===== config.mk =====
export PLATFORM = sky130hd
export DESIGN_NAME = dtc_timer_control
export DESIGN_NICKNAME = d
export VERILOG_FILES = /design/src/rtl/dtc_pkg.sv /design/src/rtl/dtc_half_gate.sv /design/src/rtl/dtc_timer_control.sv
export VERILOG_INCLUDE_DIRS = /design/src /design/src/rtl
export SDC_FILE = /design/constraint.sdc
export NUM_CORES = 1
export LEC_CHECK = 0
export ABC_AREA = 1
export BUFFER_PORTS_ARGS = -buffer_cell sky130_fd_sc_hd__clkbuf_2
export CAP_MARGIN = 15
export CORE_UTILIZATION = 44
export DETAILED_ROUTE_END_ITERATION = 7
export PLACE_DENSITY = 0.89
export SYNTH_ARGS = -nofsm -noshare
export SYNTH_HDL_FRONTEND = slang
export SYNTH_SLANG_ARGS = --single-unit

===== constraint.sdc =====
create_clock -name pclk -period 1.6 [get_ports pclk]
set_clock_uncertainty 0.2 [all_clocks]
set_input_delay 0.48 -clock pclk [delete_from_list [all_inputs] [get_ports pclk]]
set_output_delay 0.48 -clock pclk [all_outputs]
set_load 0.1 [all_outputs]

===== src/rtl/dtc_params.svh =====
// Constants for the dual timer control-field block
`ifndef DTC_PARAMS_SVH
`define DTC_PARAMS_SVH
`define DTC_CTL_OFFSET      12'h00C
`define DTC_CTL_RESET       32'h0000_0000
`define DTC_BIT_A_EN        0
`define DTC_BIT_A_FREEZE    1
`define DTC_BIT_A_EDGE_LO   2
`define DTC_BIT_A_EDGE_HI   3
`define DTC_BIT_RTC_EN      4
`define DTC_BIT_A_TRIG_EN   5
`define DTC_BIT_A_PWM_INV   6
`define DTC_BIT_B_EN        8
`define DTC_BIT_B_FREEZE    9
`define DTC_BIT_B_EDGE_LO   10
`define DTC_BIT_B_EDGE_HI   11
`define DTC_CTL_WMASK       32'h0000_0F7F
`define DTC_ADDR_WIDTH      12
`endif


===== src/rtl/dtc_pkg.sv =====
// Types for the dual timer control-field block
package dtc_pkg;
	typedef enum logic [1:0] {
		DTC_EDGE_RISE,
		DTC_EDGE_FALL,
		DTC_EDGE_RSVD,
		DTC_EDGE_BOTH
	} dtc_edge_e;
	typedef struct packed {
		logic      b_freeze;
		logic      b_enable;
		logic      a_pwm_invert;
		logic      a_trig_enable;
		logic      rtc_enable;
		dtc_edge_e a_edge;
		logic      a_freeze;
		logic      a_enable;
	} dtc_ctl_s;
	typedef enum logic [1:0] {
		DTC_APB_IDLE,
		DTC_APB_SETUP,
		DTC_APB_ACCESS
	} dtc_apb_e;
endpackage : dtc_pkg


===== src/rtl/dtc_half_gate.sv =====
// Run gate and edge detect for one timer half
`timescale 1ns/10ps
module dtc_half_gate
	import dtc_pkg::*;
(
	// Clock and reset
	input  wire logic      pclk,
	input  wire logic      presetn,
	// Control
	input  wire logic      enable,
	input  wire logic      freeze,
	input  wire logic      debug_halt,
	input  wire dtc_edge_e edge_sel,
	input  wire logic      capture_in,
	// Results
	output logic           run,
	output logic           capture_event
);
	logic capture_prev_r;
	logic capture_prev_nxt;
	logic run_r;
	logic run_nxt;
	logic event_r;
	logic event_nxt;

	always_comb
	begin
		capture_prev_nxt = capture_in;
		// Freeze only acts while the debugger holds the processor
		run_nxt = enable && !(freeze && debug_halt);
		event_nxt = 1'b0;
		if (enable)
		begin
			case (edge_sel)
				DTC_EDGE_RISE: event_nxt = capture_in && !capture_prev_r;
				DTC_EDGE_FALL: event_nxt = !capture_in && capture_prev_r;
				DTC_EDGE_BOTH: event_nxt = capture_in != capture_prev_r;
				default:       event_nxt = 1'b0;
			endcase
		end
	end

	always_ff @(posedge pclk or negedge presetn)
	begin
		if (!presetn)
		begin
			capture_prev_r <= 1'b0;
			run_r          <= 1'b0;
			event_r        <= 1'b0;
		end
		else
		begin
			capture_prev_r <= capture_prev_nxt;
			run_r          <= run_nxt;
			event_r        <= event_nxt;
		end
	end

	assign run           = run_r;
	assign capture_event = event_r;
endmodule : dtc_half_gate


===== src/rtl/dtc_timer_control.sv =====
// Control register and gating for the two timer halves, APB slave
//
// Function
// RULE_01: Freeze bits act only during debugger halt; otherwise ignored.
// RULE_02: Bit 9 set freezes half B while halted; clear keeps counting.
// RULE_03: Bit 8 enables half B counting or capture; zero disables it.
// RULE_04: Software preserves reserved bit 7 and ignores its read value.
// RULE_05: Bit 6 set inverts the half A PWM output.
// RULE_06: Bit 5 gates the half A converter trigger pulse.
// RULE_07: Converter must be enabled and select this timer as trigger.
// RULE_08: Bit 4 allows real-time-clock counting; zero stops it.
// RULE_09: Bits 3:2 pick capture edge: rise, fall, both; 2 reserved.
// RULE_10: Bit 1 set freezes half A while halted; clear keeps counting.
// RULE_11: Bit 0 enables half A counting or capture; zero disables it.
// RULE_12: All control fields read zero after reset.
//
// Added by the designer: the placing of the registers and the APB interface to the registers.
`timescale 1ns/10ps
`include "dtc_params.svh"
module dtc_timer_control
	import dtc_pkg::*;
#(
	parameter int ADDR_W = `DTC_ADDR_WIDTH
)
(
	// APB
	input  wire logic              pclk,
	input  wire logic              presetn,
	input  wire logic              psel,
	input  wire logic              penable,
	input  wire logic              pwrite,
	input  wire logic [ADDR_W-1:0] paddr,
	input  wire logic [31:0]       pwdata,
	input  wire logic [3:0]        pstrb,
	output logic      [31:0]       prdata,
	output logic                   pready,
	output logic                   pslverr,
	// Timer side
	input  wire logic              debug_halt,
	input  wire logic              a_pwm_raw,
	input  wire logic              a_trigger_raw,
	input  wire logic              a_capture_in,
	input  wire logic              b_capture_in,
	input  wire logic              rtc_tick,
	// Gated controls
	output logic                   a_run,
	output logic                   b_run,
	output logic                   a_capture_event,
	output logic                   b_capture_event,
	output logic                   a_pwm_out,
	output logic                   a_converter_trigger,
	output logic                   rtc_count_tick,
	output dtc_ctl_s               ctl_view
);
	// Refuse an address bus too narrow to reach the control offset
	if (ADDR_W < 4)
	begin : g_addr_w_check
		$error("ADDR_W too small for the control offset");
	end

	////////////////////////////////////////////////////////////////////////////////
	// Register file
	logic [31:0] ctl_r;
	logic [31:0] ctl_nxt;
	logic [31:0] prdata_r;
	logic [31:0] prdata_nxt;
	logic        pready_r;
	logic        pready_nxt;
	logic        pslverr_r;
	logic        pslverr_nxt;
	logic [31:0] byte_mask;
	logic        hit;
	logic        access;
	dtc_apb_e    phase_r;
	dtc_apb_e    phase_nxt;

	// Bus phase: an access phase is honoured only after its setup cycle
	always_comb
	begin
		phase_nxt = phase_r;
		case (phase_r)
			DTC_APB_IDLE:
			begin
				if (psel && !penable)
					phase_nxt = DTC_APB_SETUP;
			end
			DTC_APB_SETUP:
			begin
				if (!psel)
					phase_nxt = DTC_APB_IDLE;
				else if (penable)
					phase_nxt = DTC_APB_ACCESS;
			end
			DTC_APB_ACCESS:
			begin
				phase_nxt = DTC_APB_IDLE;
			end
			default:
			begin
				phase_nxt = DTC_APB_IDLE;
			end
		endcase
	end

	always_ff @(posedge pclk or negedge presetn)
	begin
		if (!presetn)
			phase_r <= DTC_APB_IDLE;
		else
			phase_r <= phase_nxt;
	end

	always_comb
	begin
		byte_mask   = {{8{pstrb[3]}}, {8{pstrb[2]}}, {8{pstrb[1]}}, {8{pstrb[0]}}};
		hit         = paddr == `DTC_CTL_OFFSET;
		access      = psel && penable && (phase_r == DTC_APB_SETUP);
		ctl_nxt     = ctl_r;
		prdata_nxt  = 32'h0000_0000;
		pready_nxt  = 1'b0;
		pslverr_nxt = 1'b0;
		if (access)
		begin
			pready_nxt = 1'b1;
			if (hit && pwrite)
			begin
				// Reserved bit 7 and bits above 11 stay zero
				ctl_nxt = (ctl_r & ~(byte_mask & `DTC_CTL_WMASK))
					| (pwdata & byte_mask & `DTC_CTL_WMASK); // RULE_04
			end
			else if (hit)
			begin
				prdata_nxt = ctl_r & `DTC_CTL_WMASK;
			end
			else
			begin
				pslverr_nxt = 1'b1;
			end
		end
	end

	always_ff @(posedge pclk or negedge presetn)
	begin
		if (!presetn)
		begin
			ctl_r     <= `DTC_CTL_RESET; // RULE_12
			prdata_r  <= 32'h0000_0000;
			pready_r  <= 1'b0;
			pslverr_r <= 1'b0;
		end
		else
		begin
			ctl_r     <= ctl_nxt;
			prdata_r  <= prdata_nxt;
			pready_r  <= pready_nxt;
			pslverr_r <= pslverr_nxt;
		end
	end

	assign prdata  = prdata_r;
	assign pready  = pready_r;
	assign pslverr = pslverr_r;

	////////////////////////////////////////////////////////////////////////////////
	// Field view
	dtc_ctl_s ctl;

	always_comb
	begin
		ctl.b_freeze      = ctl_r[`DTC_BIT_B_FREEZE];
		ctl.b_enable      = ctl_r[`DTC_BIT_B_EN];
		ctl.a_pwm_invert  = ctl_r[`DTC_BIT_A_PWM_INV];
		ctl.a_trig_enable = ctl_r[`DTC_BIT_A_TRIG_EN];
		ctl.rtc_enable    = ctl_r[`DTC_BIT_RTC_EN];
		ctl.a_edge        = dtc_edge_e'(ctl_r[`DTC_BIT_A_EDGE_HI:`DTC_BIT_A_EDGE_LO]);
		ctl.a_freeze      = ctl_r[`DTC_BIT_A_FREEZE];
		ctl.a_enable      = ctl_r[`DTC_BIT_A_EN];
	end

	////////////////////////////////////////////////////////////////////////////////
	// Half gating
	dtc_half_gate u_half_a
	(
		.pclk          (pclk),
		.presetn       (presetn),
		.enable        (ctl.a_enable),       // RULE_11
		.freeze        (ctl.a_freeze),       // RULE_10 RULE_01
		.debug_halt    (debug_halt),
		.edge_sel      (ctl.a_edge),         // RULE_09
		.capture_in    (a_capture_in),
		.run           (a_run),
		.capture_event (a_capture_event)
	);

	dtc_half_gate u_half_b
	(
		.pclk          (pclk),
		.presetn       (presetn),
		.enable        (ctl.b_enable),       // RULE_03
		.freeze        (ctl.b_freeze),       // RULE_02 RULE_01
		.debug_halt    (debug_halt),
		.edge_sel      (dtc_edge_e'(ctl_r[`DTC_BIT_B_EDGE_HI:`DTC_BIT_B_EDGE_LO])),
		.capture_in    (b_capture_in),
		.run           (b_run),
		.capture_event (b_capture_event)
	);

	////////////////////////////////////////////////////////////////////////////////
	// Output conditioning
	logic pwm_r;
	logic pwm_nxt;
	logic trig_r;
	logic trig_nxt;
	logic rtc_r;
	logic rtc_nxt;
	dtc_ctl_s view_r;

	always_comb
	begin
		pwm_nxt  = a_pwm_raw ^ ctl.a_pwm_invert;             // RULE_05
		trig_nxt = a_trigger_raw && ctl.a_trig_enable;       // RULE_06
		rtc_nxt  = rtc_tick && ctl.rtc_enable;               // RULE_08
	end

	always_ff @(posedge pclk or negedge presetn)
	begin
		if (!presetn)
		begin
			pwm_r  <= 1'b0;
			trig_r <= 1'b0;
			rtc_r  <= 1'b0;
			view_r <= '0;
		end
		else
		begin
			pwm_r  <= pwm_nxt;
			trig_r <= trig_nxt;
			rtc_r  <= rtc_nxt;
			view_r <= ctl;
		end
	end

	assign a_pwm_out           = pwm_r;
	assign a_converter_trigger = trig_r;
	assign rtc_count_tick      = rtc_r;
	assign ctl_view            = view_r;
endmodule : dtc_timer_control


# --- After elaboration in Yosys (flattened, before gate mapping) ---
# Cells that the tools add are included.
# Widths: inputs -> output; s select.
word_totals:
  register_bits: 86
  out_inout_bits: 50
classes:
  n_eq_ne: 10
  mux: 15
  n_reduce_logical: 26
  bitwise_logic: 5
ops:
  columns: ["operator", "n"]
  rows:
  - ["$mux 12", 3]
  - ["$and 32x32->32", 1]
  - ["$not 12->32", 1]
  - ["$or 32x12->32", 1]
  - ["$logic_and 1x1->1", 14]
  - ["$and 12x12->12", 1]
  - ["$eq 12x4->1 const B", 1]
  - ["$logic_not 1->1", 7]
  - ["$eq 2x1->1 const B", 3]
  - ["$logic_not 2->1", 3]
  - ["$mux 1", 6]
  - ["$mux 2", 3]
  - ["$pmux 1 s3", 2]
  - ["$eq 2x2->1 const B", 2]
  - ["$pmux 2 s2", 1]
  - ["$reduce_and 2->1", 2]
  - ["$ne 3x3->1 const B", 1]
  - ["$ne 1x1->1", 2]
  - ["$ne 2x2->1 const B", 1]
  - ["$xor 1x1->1", 1]

# --- Depth between registers and ports, before layout ---
# Gate-level depths: netlist of the first run.
logic_depth:
  ltp_word: 4
  depth_mapped: 8
  ltp_nobuf: 7

# --- Hierarchy ---
# From an unflattened synthesis of the first run, not the netlist that was laid out.
unflattened:
  hier_cells: 196
  area_unflattened_um2: 2021.9
modules_own_cells:
  columns: ["mod", "area_each_um2", "cells_per_inst", "seq_area_each_um2", "n_inst"]
  rows:
  - ["dtc_timer_control", 1701.6, 156, 950.9, 1]
  - ["dtc_half_gate", 160.2, 20, 75.1, 2]

# --- Worst setup path after synthesis of the first run ---
# Ideal clock, no wire load.
synth_timing:
  path_type: "flip-flop to output port"
  start: "register u_half_a.event_r (netlist: u_half_a.capture_event)"
  end: "output a_capture_event"
  required_time_ns: 0.920
  path_stages_with_launch: 1
  path_slack_ns: 0.037
  path_buffers: 0
  arrival_ns: 0.883
  cell_sequence: "dfrtp_1"
synth_rtl:
  columns: ["item", "line_no", "source"]
  rows:
  - ["start: declaration", "dtc_half_gate.sv:23", "logic event_r;"]
  - ["start signal: assignment", "dtc_half_gate.sv:55", "event_r <= event_nxt;"]
  - ["end: declaration", "dtc_timer_control.sv:48", "output logic a_capture_event,"]
# No word-level cell between the ends.

# --- Worst setup path in the final report of the first run ---
layout_timing:
  start: "register u_half_b.event_r (netlist: u_half_b.capture_event)"
  end: "output b_capture_event"
layout_rtl:
  columns: ["item", "line_no", "source"]
  rows:
  - ["start: declaration", "dtc_half_gate.sv:23", null]
  - ["start signal: assignment", "dtc_half_gate.sv:55", null]
  - ["end: declaration", "dtc_timer_control.sv:49", "output logic b_capture_event,"]
# No word-level cell between the ends.

==> summary.md, run 1 <==
| Metric | Value |
|---|---|
| Placed Cells | `303` |
| Die width | `69.0 µm` |
| Critical path depth | `1` |
| Hold Crit Depth | `1` |
| Run status | `completed` |
| Core Footprint | `0.00432 mm²` |
| Clock root cell | `clkbuf_8` |
| Seq/Total Area, Yosys | `0.557` |
| Via Count | `1,424` |
| # rows | `24` |
| Critical path class | `reg2out` |
| Number of remaining DRC errors | `0` |
| Maximum vdd ir drop | `393 µV` |
| Buf/Inv on CP | `1` |
| Resized cells post-CTS | `0` |
| Bufs on Longest Clock Path | `2` |
| CTS tree | `yes` |
| Crit. End Element | `primary output` |
| Fin. max-slew vios | `0` |
| Avg Cell Area, Syn | `10.6 µm²` |
| Yosys warning total | `0` |
| Synth top area share | `0.557` |
| Port-buffer cells | `64` |
| Delay of the slowest cell on the worst path | `0.41 ns` |
| Final Hold Vio Count | `0` |
| Post-DP HPWL | `2890 µm` |
| Synth-to-Final Area Change | `42.7%` |
| CP delay by family, top | `flip-flops` |
| #FFs+latches synth | `44` |
| Vias per inst | `4.58` |
| Routability congestion estimate | `0.706` |
| Initial core utilization | `0.457` |
| Share of layout cells above drive strength 1 | `0.394` |
| FF-to-FF path depth | `6` |
| Clk slew on worst S/H paths | `0.07 ns` |
| Cts bufs inserted | `5` |
| Worst endpoint required time | `0.92 ns` |
| Hold WC Path Type | `in2reg` |
| Startpoint class of the critical path | `flop` |
| Post-synth top area cell | `dfrtp_1` |
| DR pass1 iterations | `4` |
| # hold bufs at CTS | `1` |
| Unrepaired setup endpoints after global routing | `false` |
| # fillers | `342` |
| DP Worst Slack | `-0.122 ns` |
| Overflow after GRT | `0` |
| Crit-path cells | `buf_12` |
| WHS | `0.128 ns` |
| H-tree depth | `2` |
| Gr usage total | `0.159` |
| Cells taking the most area after synthesis | `dfrtp_1, buf_4, nand2_1` |
| Sink Count | `44` |
| Mapped Cells | `186` |
| Final nets | `322` |
| Core Util, Final | `0.652` |
| Non-filler instance count after layout | `311` |
| First-pass GRT wire length | `5850 µm` |
| Largest net degree at the start of global routing | `45` |
| Number of global-route vias before repair | `1,397` |
| Post-detailed-route count of antenna-violating nets | `0` |
| CP Max Fanout | `1` |
| Netlist cell types | `25` |
| Crit share post-route | `0.978` |
| Max cap viols | `0` |
| Die Y | `69.0 µm` |
| Total Routed Length | `3590 µm` |
| # diodes | `0` |
| Fmax | `639 MHz` |
| WL/cell | `11.6 µm` |
| Critical Path AT | `0.89 ns` |
| Initial DRC count | `60` |
| Setup ws final | `0.0350 ns` |
| Setup_tns | `0 ns` |
| Pwr Density | `750 mW/mm²` |
| Initial antenna violation count | `0` |
| Setup violations, final | `0` |
| Io pins | `109` |
| LEAKAGE | `1.48 nW` |
| Die area | `0.00477 mm²` |
| Mapped Area | `0.00198 mm²` |
| Worst path slowest cell | `dfrtp_1` |
| Post-CTS Repair Setup Buffers | `0` |
| Worst-skew pair later-pin latency | `0.29 ns` |
| Post-route minimum period | `1.57 ns` |
[through the flow]
stage	total power, mW	cell area [µm²]
after floorplan	1.46	2050
after global placement	1.51	2730
after detailed placement	1.52	2730
after CTS	2.14	2820
after global routing	2.20	2820
final	2.12	2820
[metal layers]
| layer | wire length [µm] | track usage | up-vias |
|---|---|---|---|
| met2 | 1960 | 0.288 | 73 |
| met3 | 275 | 0.0424 | 9 |
| met4 | 87 | 0.102 | 0 |
| met5 | 0 | 0 | - |
| li1 | - | - | 680 |
| met1 | 1270 | 0.160 | 662 |
[area by class of cell]
| type | count | area [µm²] | area share |
|---|---|---|---|
| Clock buffer | 6 | 72.6 | 0.0257 |
| Clock inverter | 1 | 5.00 | 0.00177 |
| Inverter | 28 | 105 | 0.0373 |
| Multi-Input combinational cell | 108 | 642 | 0.227 |
| Sequential cell | 44 | 1100 | 0.390 |
| Tap cell | 52 | 65.1 | 0.0231 |
| Timing Repair Buffer | 72 | 831 | 0.294 |
[placed cells by master (no fill, tap or decap), types with 12 or more instances in the layout]
cell type,synthesis,layout
buf_12,0,30
clkbuf_2,0,35
conb_1,1,21
dfrtp_1,44,44
inv_1,24,24
nand2_1,32,32
nand4_1,12,12
[where the power goes]
part | internal, mW | total, mW | switching [mW]
logic | 0.0662 | 0.374 | 0.308
registers | 1.12 | 1.12 | 0.00521
clock network | 0.296 | 0.618 | 0.322
[cell usage after synthesis]
cell / n
ha_1: 4
nor2_8: 1
nand2_2: 3
nor3b_2: 4
nand2_4: 1
a21oi_1: 6
nor2_4: 2
nand4_1: 12
xor2_1: 1
o21ai_0: 2
inv_2: 4
inv_1: 24
nand4_2: 1
nand3_1: 2
nor2_2: 2
nor2_1: 6
conb_1: 1
buf_6: 3
buf_4: 22
nand4_4: 1
nor3_2: 6
dfrtp_1: 44
buf_2: 1
nor3b_1: 1
nand2_1: 32
[cells by family after synthesis]
kind of cell | synth area share
flip-flops | 0.557
AO/OA/AOI/OAI | 0.0203
adder cells (fa/ha/maj) | 0.0253
other | 0.00190
AND/OR/NAND/NOR | 0.235
XOR/XNOR | 0.00443
buffers and inverters | 0.156
[worst paths after layout]
check | startpoint | end | slack, ns
max in group asynchronous | presetn | asynchronous set/reset pin | 0.50
min in group asynchronous | presetn | rtc_count_tick$_DFF_PN0_ | 0.50
max reg2reg | phase_r[1]$_DFFE_PN0P_ | flop | 0.14
min reg2reg | flop | ctl_view[0]$_DFF_PN0_ | 0.21
min | b_capture_in | u_half_b.capture_prev_r$_DFF_PN0_ | 0.13
max | u_half_b.capture_event$_DFF_PN0_ | b_capture_event | 0.03
Power figures use the tool's default switching activity.
==> run 2, diff against run 1 <==
==> constraint.sdc (replaced) <==
create_clock -name pclk -period 1.7 [get_ports pclk]
set_clock_uncertainty 0.2 [all_clocks]
set_input_delay 0.51 -clock pclk [delete_from_list [all_inputs] [get_ports pclk]]
set_output_delay 0.51 -clock pclk [all_outputs]
set_load 0.1 [all_outputs]
==> run 2 against run 1 <==
Critical path depth stayed put. Clock-buffer cell count is 1 lower. Utilization is 1.5 points higher. Sequential power is 5% lower. Final area is 2.4% higher. Sequential share of layout area is 0.90 points lower. Via count is 0.35% higher. Register-to-register slack better by 0.11 ns. First-iteration DRC count is 40% higher. Global-route usage is 0.59 points higher. Die area stayed put. Critical path type unchanged. Critical endpoint unchanged.
==> summary.md, run 2 (synthesis gave the netlist of run 1 again) <==
| Metric | Value |
|---|---|
| Initial core utilization | `0.457 (unchanged)` |
| CP delay by family, top | `flip-flops` |
| Crit share post-route | `0.943` |
| Pwr Density | `856 mW/mm² (+14%)` |
| Io pins | `109 (unchanged)` |
| Net Sw Frac | `0.253 (-0.0467)` |
| Worst endpoint required time | `0.99 ns (+0.07 ns)` |
| CP Max Fanout | `1 (unchanged)` |
| Port-buffer cells | `64 (unchanged)` |
| LEAKAGE | `1.51 nW (+1.9%)` |
| GRT met3 Usage | `0.0395 (-0.00292)` |
| Maximum vdd ir drop | `407 µV (+3.5%)` |
| Clk slew on worst S/H paths | `0.08 ns (about the same)` |
| Via Count | `1,429 (+0.35%)` |
| P_sw | `0.627 mW (-1.3%)` |
| Bufs on Longest Clock Path | `2 (unchanged)` |
| Final Hold Vio Count | `0 (unchanged)` |
| Post-DP HPWL | `2880 µm (-0.18%)` |
| Initial antenna violation count | `0 (unchanged)` |
| Sequential Power Share | `0.427 (-0.104)` |
| DR pass1 iterations | `4 (unchanged)` |
| H-tree depth | `2 (unchanged)` |
| # diodes | `0 (unchanged)` |
| Commonest non-fill, non-tap cells in the layout | `dfrtp_1, clkbuf_2, nand2_1` |
| Post-CTS Repair Setup Buffers | `0 (unchanged)` |
| Largest net degree at the start of global routing | `45 (unchanged)` |
| Worst path slowest cell | `dfrtp_1` |
| Crit. End Element | `primary output` |
| Crit-path cells | `buf_12` |
| Total Routed Length | `3650 µm (+1.5%)` |
| Met2 usage | `0.315 (+0.0270)` |
| Internal power | `1.85 mW (+25%)` |
| Most Used Layer, Global Route | `met2` |
| Delay of the slowest cell on the worst path | `0.42 ns (about the same)` |
| Non-filler instance count after layout | `310 (-0.32%)` |
| Synth-to-Final Area Change | `46.1%` |
| Resized cells post-CTS | `0 (unchanged)` |
| Combinational Power Share | `0.141 (-0.036)` |
| Critical path class | `reg2out` |
| # rows | `24 (unchanged)` |
| Post-detailed-route count of antenna-violating nets | `0 (unchanged)` |
| Post-route minimum period | `1.60 ns` |
| Routability congestion estimate | `0.704 (-0.30%)` |
| Sink Count | `44 (unchanged)` |
| Setup violations, final | `0 (unchanged)` |
| Gr usage total | `0.165 (+0.00589)` |
| Initial DRC count | `84 (+40%)` |
| Max cap viols | `0 (unchanged)` |
| First-pass GRT wire length | `6130 µm (+4.7%)` |
| Met1 GRT Util | `0.173 (+0.0133)` |
| Clock root cell | `clkbuf_8` |
| Die Y | `69.0 µm (unchanged)` |
| Die area | `0.00477 mm² (unchanged)` |
| Buf/Inv on CP | `1 (unchanged)` |
| Number of global-route vias before repair | `1,368 (-2.1%)` |
| Die width | `69.0 µm (unchanged)` |
| Core Footprint | `0.00432 mm² (unchanged)` |
| Hold WC Path Type | `in2reg` |
| Cts bufs inserted | `5 (unchanged)` |
| CTS tree | `yes` |
| WHS | `0.160 ns (+0.0311 ns)` |
| Startpoint class of the critical path | `flop` |
| Final nets | `320 (-0.62%)` |
| Core Util, Final | `0.668 (+0.0153)` |
| Number of remaining DRC errors | `0 (unchanged)` |
| Most common cell after layout, fill and taps aside | `dfrtp_1` |
| Placed Cells | `301 (-0.66%)` |
| Run status | `completed` |
| # hold bufs at CTS | `1 (unchanged)` |
| WL/cell | `11.8 µm (+1.8%)` |
| Vias per inst | `4.61 (+0.67%)` |
| Overflow after GRT | `0 (unchanged)` |
| Worst-skew pair later-pin latency | `0.29 ns (about the same)` |
| Share of layout cells above drive strength 1 | `0.395 (+0.00153)` |
| Unrepaired setup endpoints after global routing | `false` |
| Fin. max-slew vios | `0 (unchanged)` |
| Clock Power Share | `0.431 (+0.139)` |
| Fmax | `624 MHz` |
| Critical Path AT | `0.89 ns (about the same)` |
-- run 2: cell count changes in the layout (fill, tap and decap cells not counted) --
cell	change
bufinv_16	+3
buf_4	-2
clkbuf_1	-1
clkinv_2	-1
-- run 2: power by group through the flow --
stage | Sequential, mW | Clock, mW | Combinational, mW
floorplan | 1.09 | 0 | 0.279
global placement | 1.08 | 0 | 0.343
detailed placement | 1.08 | 0 | 0.350
CTS | 1.06 | 1.10 | 0.352
global route | 1.06 | 1.14 | 0.370
finish | 1.06 | 1.07 | 0.350
-- run 2: metrics by stage --
stage	area [µm²]	total power [mW]	setup slack [ns]	setup TNS (ns)
after detailed placement	2720	1.43	-0.0234	-0.147
after global placement	2720	1.42	0.0177	0
after global routing	2890	2.56	0.0725	0
after floorplan	2050	1.37	0.107	0
final	2890	2.47	0.0962	0
after CTS	2890	2.51	0.0723	0
-- run 2: worst paths after layout --
kind / to / depth (start not counted) / slack [ns] / from
min in group asynchronous: ctl_view[4]$_DFF_PN0_ / 3 / 0.53 / presetn
worst min register to register: ctl_view[0]$_DFF_PN0_ / 0 / 0.20 / flop
worst max register to register: flop / 6 / 0.25 / phase_r[1]$_DFFE_PN0P_
max in group asynchronous: u_half_b.run$_DFF_PN0_ / 3 / 0.57 / presetn
worst max-delay path: b_capture_event / 1 / 0.1 / u_half_b.capture_event$_DFF_PN0_
worst min-delay path: u_half_b.capture_prev_r$_DFF_PN0_ / 1 / 0.16 / b_capture_in
-- run 2: final cells by class --
cell class                 instances  area, µm²
clock inverter                     3       90.1
timing repair buffer              70        816
tap                               52       65.1
sequential                        44       1100
fill                             322       1440
multi-input combinational        108        642
inverter                          28        105
clock buffer                       5       68.8
-- run 2: layer usage --
metal  share of wire  vias to the layer above  wire, µm
met4           0.016                        0        60
met2            0.55                       80      2000
met5               0                        -         0
li1                -                      679         -
met1            0.35                      664      1290
met3           0.079                        6       288
